$ cat config.mk
export PLATFORM = sky130hd
export DESIGN_NAME = rpu_rom_patch_unit
export DESIGN_NICKNAME = d
export VERILOG_FILES = /design/src/rpu_pkg.sv /design/src/rpu_match_if.sv /design/src/rpu_matcher.sv /design/src/rpu_rom_patch_unit.sv
export SDC_FILE = /design/constraint.sdc
export NUM_CORES = 1
export LEC_CHECK = 0
export BUFFER_PORTS_ARGS = -buffer_cell sky130_fd_sc_hd__buf_2
export CAP_MARGIN = 0
export CORE_MARGIN = 5
export CORE_UTILIZATION = 35
export CTS_BUF_LIST = sky130_fd_sc_hd__clkbuf_4 sky130_fd_sc_hd__clkbuf_8 sky130_fd_sc_hd__clkbuf_16
export DETAILED_ROUTE_END_ITERATION = 16
export GPL_TIMING_DRIVEN = 0
export HOLD_SLACK_MARGIN = 0.02
export PLACE_DENSITY_LB_ADDON = 0.15
export SLEW_MARGIN = 20
export SYNTH_ARGS = -nofsm -noshare
export SYNTH_HDL_FRONTEND = slang
export SYNTH_SLANG_ARGS = --single-unit
$ cat constraint.sdc
create_clock -name clk_sys -period 1.8 [get_ports clk_sys]
set_input_delay 0.09 -clock clk_sys [delete_from_list [all_inputs] [get_ports clk_sys]]
set_output_delay 0.09 -clock clk_sys [all_outputs]
set_load 0.01 [all_outputs]
$ cat src/rpu_pkg.sv
// Package: constants shared by the ROM patch unit files
package rpu_pkg;
    // ****************************************************************
    // Widths and counts
    // ****************************************************************
    localparam int ADDR_W = 16;
    localparam int WORD_W = 24;
    localparam int NUM_PATCH = 4;
    localparam int IDX_W = 2;
    // ****************************************************************
    // Patch window and jump encoding
    // ****************************************************************
    localparam logic [15:0] PATCH_ADDR_MAX = 16'h0100;
    localparam logic [15:0] TARGET_LIMIT = 16'h1000;
    localparam logic [15:0] PATCH_RESET_VAL = 16'h0000;
    localparam logic [23:0] WORD_RESET_VAL = 24'h000000;
    // Jump word layout: opcode in the top bits, 12-bit target below
    localparam int TARGET_W = 12;
    localparam int OPCODE_W = WORD_W - TARGET_W;
    localparam logic [11:0] JUMP_OPCODE = 12'h0c0;
    // Build-time jump destinations, one per comparator
    localparam logic [11:0] TARGET_0 = 12'h200;
    localparam logic [11:0] TARGET_1 = 12'h240;
    localparam logic [11:0] TARGET_2 = 12'h280;
    localparam logic [11:0] TARGET_3 = 12'h2c0;
endpackage

$ cat src/rpu_match_if.sv
// Interface: comparator results passed from the matcher to the top
`timescale 1ns/1ps
interface rpu_match_if;
    logic hit;
    logic [1:0] hitIdx;
    modport matcher (output hit, output hitIdx);
    modport user (input hit, input hitIdx);
endinterface

$ cat src/rpu_matcher.sv
// Module: four patch comparators with lowest-index priority
`timescale 1ns/1ps
module rpu_matcher #(
    parameter int NUM = 4
) (
    input wire logic [15:0] fetchAddr,
    input wire logic [NUM*16-1:0] patchAddrs,
    input wire logic [NUM-1:0] armed,
    rpu_match_if.matcher match
);
    always_comb begin
        match.hit = 1'b0;
        match.hitIdx = 2'h0;
        // Walk downward so the lowest matching register wins
        for (int i = NUM - 1; i >= 0; i--) begin
            if (armed[i] && patchAddrs[i*16 +: 16] == fetchAddr) begin
                match.hit = 1'b1;
                match.hitIdx = 2'(i);
            end
        end
    end
endmodule // rpu_matcher

$ cat src/rpu_rom_patch_unit.sv
// Module: ROM patch unit on the instruction fetch path
`timescale 1ns/1ps
// How it works
// - Four patch address registers each feed their own comparator.
// - A fetch address equal to a patch register replaces the ROM word.
// - Equality raises matchHit and injects a jump into the pipeline.
// - Each comparator has its own jump destination.
// - Destinations are build-time constants below 4096.
// - Software reads and writes the registers; only $0000-$0100 are legal.
// - A register takes no part in comparison until written after reset.
module rpu_rom_patch_unit #(
    parameter logic [11:0] TARGET_0 = rpu_pkg::TARGET_0,
    parameter logic [11:0] TARGET_1 = rpu_pkg::TARGET_1,
    parameter logic [11:0] TARGET_2 = rpu_pkg::TARGET_2,
    parameter logic [11:0] TARGET_3 = rpu_pkg::TARGET_3
) (
    input wire logic clk_sys,
    input wire logic reset,
    input wire logic [15:0] fetchAddressBus,
    input wire logic fetchValid,
    input wire logic [23:0] romData,
    input wire logic regWrite,
    input wire logic [1:0] regSel,
    input wire logic [15:0] regWdata,
    output logic [15:0] regRdata,
    output logic regWriteError,
    output logic [23:0] fetchDataBus,
    output logic matchHit,
    output logic [1:0] matchIdx
);
    // ****************************************************************
    // Helpers
    // ****************************************************************
    localparam int NUM = rpu_pkg::NUM_PATCH;

    // Patching is confined to the low program window
    function automatic logic legalAddr(input logic [15:0] a);
        legalAddr = a <= rpu_pkg::PATCH_ADDR_MAX;
    endfunction

    // Shared by the register and arm groups so the two never disagree
    function automatic logic takesWrite(
        input logic we,
        input logic [1:0] sel,
        input logic [15:0] data,
        input logic [1:0] idx
    );
        takesWrite = we && legalAddr(data) && sel == idx;
    endfunction

    // Each comparator owns one destination fixed at build time
    function automatic logic [11:0] targetOf(input logic [1:0] idx);
        unique case (idx)
            2'h0: targetOf = TARGET_0;
            2'h1: targetOf = TARGET_1;
            2'h2: targetOf = TARGET_2;
            2'h3: targetOf = TARGET_3;
        endcase
    endfunction

    // The 12-bit target field keeps every destination below 4096
    function automatic logic [23:0] jumpWord(input logic [1:0] idx);
        jumpWord = {rpu_pkg::JUMP_OPCODE, targetOf(idx)};
    endfunction

    // ****************************************************************
    // State
    // ****************************************************************
    // One entry per comparator
    logic [15:0] patchAddrRegs [NUM];
    logic [15:0] next_patchAddrRegs [NUM];
    logic [NUM-1:0] armed;
    logic [NUM-1:0] next_armed;
    logic next_regWriteError;
    logic [15:0] next_regRdata;
    logic [NUM*16-1:0] patchFlat;
    logic next_matchHit;
    logic [1:0] next_matchIdx;
    logic [23:0] next_fetchDataBus;

    // ****************************************************************
    // Patch address registers
    // ****************************************************************
    // A write lands at the next edge and takes part in comparison
    // from the fetch after it
    always_comb begin
        for (int i = 0; i < NUM; i++) begin
            next_patchAddrRegs[i] = patchAddrRegs[i];
            if (takesWrite(regWrite, regSel, regWdata, 2'(i))) begin
                next_patchAddrRegs[i] = regWdata;
            end
        end
    end

    always_ff @(posedge clk_sys) begin
        if (reset) begin
            for (int i = 0; i < NUM; i++) begin
                patchAddrRegs[i] <= rpu_pkg::PATCH_RESET_VAL;
            end
        end else begin
            for (int i = 0; i < NUM; i++) begin
                patchAddrRegs[i] <= next_patchAddrRegs[i];
            end
        end
    end

    // ****************************************************************
    // Arm flags
    // ****************************************************************
    // Registers reset to address zero; without arming a fetch from
    // zero would hit every untouched comparator
    always_comb begin
        next_armed = armed;
        for (int i = 0; i < NUM; i++) begin
            if (takesWrite(regWrite, regSel, regWdata, 2'(i))) begin
                next_armed[i] = 1'b1;
            end
        end
    end

    always_ff @(posedge clk_sys) begin
        if (reset) begin
            armed <= '0;
        end else begin
            armed <= next_armed;
        end
    end

    // ****************************************************************
    // Write error pulse
    // ****************************************************************
    // An out-of-window write is dropped whole, so it never arms either
    always_comb begin
        next_regWriteError = regWrite && !legalAddr(regWdata);
    end

    always_ff @(posedge clk_sys) begin
        if (reset) begin
            regWriteError <= 1'b0;
        end else begin
            regWriteError <= next_regWriteError;
        end
    end

    // ****************************************************************
    // Read-back
    // ****************************************************************
    // Follows the selector with one cycle of latency
    always_comb begin
        next_regRdata = patchAddrRegs[regSel];
    end

    always_ff @(posedge clk_sys) begin
        if (reset) begin
            regRdata <= rpu_pkg::PATCH_RESET_VAL;
        end else begin
            regRdata <= next_regRdata;
        end
    end

    // ****************************************************************
    // Comparators
    // ****************************************************************
    // Flattened so the matcher port stays a plain vector
    always_comb begin
        for (int i = 0; i < NUM; i++) begin
            patchFlat[i*16 +: 16] = patchAddrRegs[i];
        end
    end

    rpu_match_if matchBus ();

    rpu_matcher #(.NUM(NUM)) u_matcher (
        .fetchAddr(fetchAddressBus),
        .patchAddrs(patchFlat),
        .armed(armed),
        .match(matchBus.matcher)
    );

    // ****************************************************************
    // Match report
    // ****************************************************************
    // The index rests at zero unless a hit stands, so idle cycles read clean
    always_comb begin
        next_matchHit = fetchValid && matchBus.hit;
        next_matchIdx = 2'h0;
        if (next_matchHit) begin
            next_matchIdx = matchBus.hitIdx;
        end
    end

    always_ff @(posedge clk_sys) begin
        if (reset) begin
            matchHit <= 1'b0;
            matchIdx <= 2'h0;
        end else begin
            matchHit <= next_matchHit;
            matchIdx <= next_matchIdx;
        end
    end

    // ****************************************************************
    // Jump injection
    // ****************************************************************
    // Registered so the word lines up with the ROM's one-cycle read
    always_comb begin
        next_fetchDataBus = romData;
        if (fetchValid && matchBus.hit) begin
            next_fetchDataBus = jumpWord(matchBus.hitIdx);
        end
    end

    always_ff @(posedge clk_sys) begin
        if (reset) begin
            fetchDataBus <= rpu_pkg::WORD_RESET_VAL;
        end else begin
            fetchDataBus <= next_fetchDataBus;
        end
    end
endmodule // rpu_rom_patch_unit

==> results_dict.tcl <==
set metrics [dict create \
    path_cells "xor2_1 > nor4_2 > nand4_1 > o22ai_2 > o21ai_4 > clkbuf_16 > and3_1" \
    worstMarginPinSlew_ps 863.0 \
    synth_edf_count 0 \
    routabilityCongestion 0.8543 \
    min_path_type "in -> reg" \
    grt-ovfl-total 0 \
    syn_inst 412 \
    drc_errors 0 \
    fin_cells 740 \
    cpPeakStageDelay_ps 360 \
    clk_latency_ps 360 \
    drt_iter0_drc 146 \
    grt_pass1_vias 3505 \
    wl_per_cell_um 18.12 \
    place_inst 688 \
    ys_warn_count 0 \
    clock_sinks 112 \
    synth_cell_types 35 \
    setup_slack_ps -140.6 \
    hold_viol 0 \
    areaGrowthSynthToFinish_pct 37.43 \
    tritoncts "yes" \
    final_area_mm2 0.006243 \
    crit_path_start_kind "flop" \
    ir_drop_mv 0.5543 \
    dpl-instance-area_mm2 0.005283 \
    yosysSeqAreaShare_pct 49.35 \
    avgSynthCellArea_um2 11.03 \
    grt_max_degree 19 \
    synth_nets 474 \
    vias 3524 \
    critPathMaxFanout 5 \
    clock-root-buffer "clkbuf_16" \
    port_buffers 104 \
    clk_pin_slew_ps 80 \
    antenna_found_initial 0 \
    final_cell_mix "dfxtp_1 (107), buf_2 (106), nor2_1 (44)" \
    fill_cells 1169 \
    track_usage_pct 17.51 \
    setup_viol 22 \
    cp.arrival_ps 2200 \
    start_util_pct 35.85 \
    numCtsBuffers 9 \
    cts-htree-levels 3 \
    final_max_slew_viol_count 0 \
    async_reset_ff_share_pct 0 \
    violations "negative setup slack" \
    critPathCaptureType "flop" \
    die_h_um 123.9 \
    cp.required_ps 2060 \
    rsz0062_at_grt "yes" \
    fmax_ghz 0.5153 \
    clk_path_buf_depth 2 \
    grt_pass1_wl_um 19620 \
    fin_crit_ps 1941 \
    worstSetupPathType "reg -> reg" \
    place_hpwl_um 9564 \
    design.core.area_mm2 0.01267 \
    top_level_ports 106 \
    antenna_cells 0 \
    drive_above_1_share_pct 33.27 \
    drv_cap 0 \
    outcome "finished with violations" \
    p_leak_nw 2.888 \
    skew_ps 9.350 \
    placementRows 41 \
    ys_seq_elements 112 \
    nets 625 \
    slowest_stage "nor4_2" \
    utilization_pct 49.27 \
    hold_slack_ps 35.58 \
    synthFlopType "dfxtp_1" \
    wirelength_um 13410 \
    drt_pre_antenna_iters 4 \
    final_common_cell "dfxtp_1" \
    fin_crit_sh_pct 107.8 \
    powerDensity_mw_per_mm2 883.4 \
    die_w_um 123.9 \
    antenna_left 0 \
    reg2regPathDepth 7 \
    viasPerCell 4.762 \
    netlist_area_mm2 0.004543 \
    slew-limit-headroom_pct 42.47 \
    min_path_cells 3 \
    dieArea_mm2 0.01536 \
]
## repair_timing
item,4_1_cts,5_1_grt
pin swaps,13,10
cloned,0,2
setup buffers,6,5
endpoints found under the setup margin,71,40
resized for setup,37,15
hold buffers,24,1
endpoints found under the hold margin,24,1
## registers in the layout, indices dropped and copies added, names as in the netlist
name / cells
matchHit: 1
patchAddrRegs: 64
armed: 4
regWriteError: 1
regRdata: 16
fetchDataBus: 24
matchIdx: 2
## where the power goes
| part | internal (mW) | switching (mW) | leakage (nW) |
|---|---|---|---|
| logic | 0.187 | 0.234 | 1.79 |
| registers | 2.51 | 0.00711 | 0.911 |
| clock network | 1.65 | 0.936 | 0.186 |
## cell families (layout without fill, tap and decap cells)
family | after synthesis | in the layout | synth area share, %
AO/OA/AOI/OAI | 14 | 14 | 2.231
XOR/XNOR | 64 | 64 | 12.34
buffers and inverters | 25 | 181 | 2.534
flip-flops | 112 | 112 | 49.35
multiplexers | 52 | 52 | 15.86
AND/OR/NAND/NOR | 145 | 145 | 17.68
## final timing paths
kind	to	from	slack, ps
worst max-delay path	fetchDataBus[16]$_SDFF_PP0_	patchAddrRegs[0][4]$_SDFFE_PP0P_	-140
worst min-delay path	patchAddrRegs[1][1]$_SDFFE_PP0P_	regWdata[1]	40
worst max register to register	fetchDataBus[16]$_SDFF_PP0_	patchAddrRegs[0][4]$_SDFFE_PP0P_	-140
worst min register to register	armed[3]$_SDFFE_PP0P_	armed[3]$_SDFFE_PP0P_	450
## stage by stage
step                      total power [mW]  setup WS (ps)  TNS (ps)
after CTS                            5.562         -96.65     -1652
final                                5.515         -140.6     -2610
after detailed placement             2.928         -595.6    -39810
after global placement               2.925         -612.0    -38280
after global routing                 5.713         -206.3     -4276
after floorplan                      2.727         -32.61    -65.23
## Yosys cell counts, types with 2 or more instances
cell type  instances  area [um2]
nor4_1            10       62.56
nand2_1            4       15.01
buf_2              2       10.01
and2_1            31       193.9
o21a_1             4       30.03
buf_6              2       22.52
mux4_2            16       360.4
dfxtp_1          112        2242
a31o_2             2       17.52
and3_1            33       206.5
clkbuf_1          16       60.06
xor2_1            45       394.1
nand3_1            2       10.01
mux2i_1           36       360.4
a21oi_1            2       10.01
nor2_1            44       165.2
nor3_1             4       20.02
inv_1              4       15.01
or4_1              3       22.52
nor3b_1            2       15.01
nand4_1            6       37.54
xnor2_1           19       166.4
## worst max-delay path, delay by kind of cell (launching register included)
family / cells / cell delay, ps
buf+inv: 1 / 170
xor+xnor: 1 / 160
flops: 1 / 330
compound gates: 2 / 440
simple gates: 3 / 730
## final cells by class
cell class | count | area [um2] | share of cell area, %
flip-flops and latches | 112 | 2248 | 36.01
multi-input cells | 275 | 2370 | 37.96
plain buffers | 21 | 131.4 | 2.104
well taps | 172 | 215.2 | 3.447
clock buffers | 9 | 225.2 | 3.607
inverters | 4 | 15.01 | 0.2405
clock inverters | 7 | 166.4 | 2.665
repair buffers | 140 | 872.1 | 13.97
## layer usage
metal	vias to the layer above	track usage [%]	share of wire, %
li1	1714	-	-
met1	1682	22.22	44
met2	112	29.10	47
met3	16	5.177	7.0
met4	0	4.791	1.5
met5	-	0	0
(Power assumes the default switching activity.)
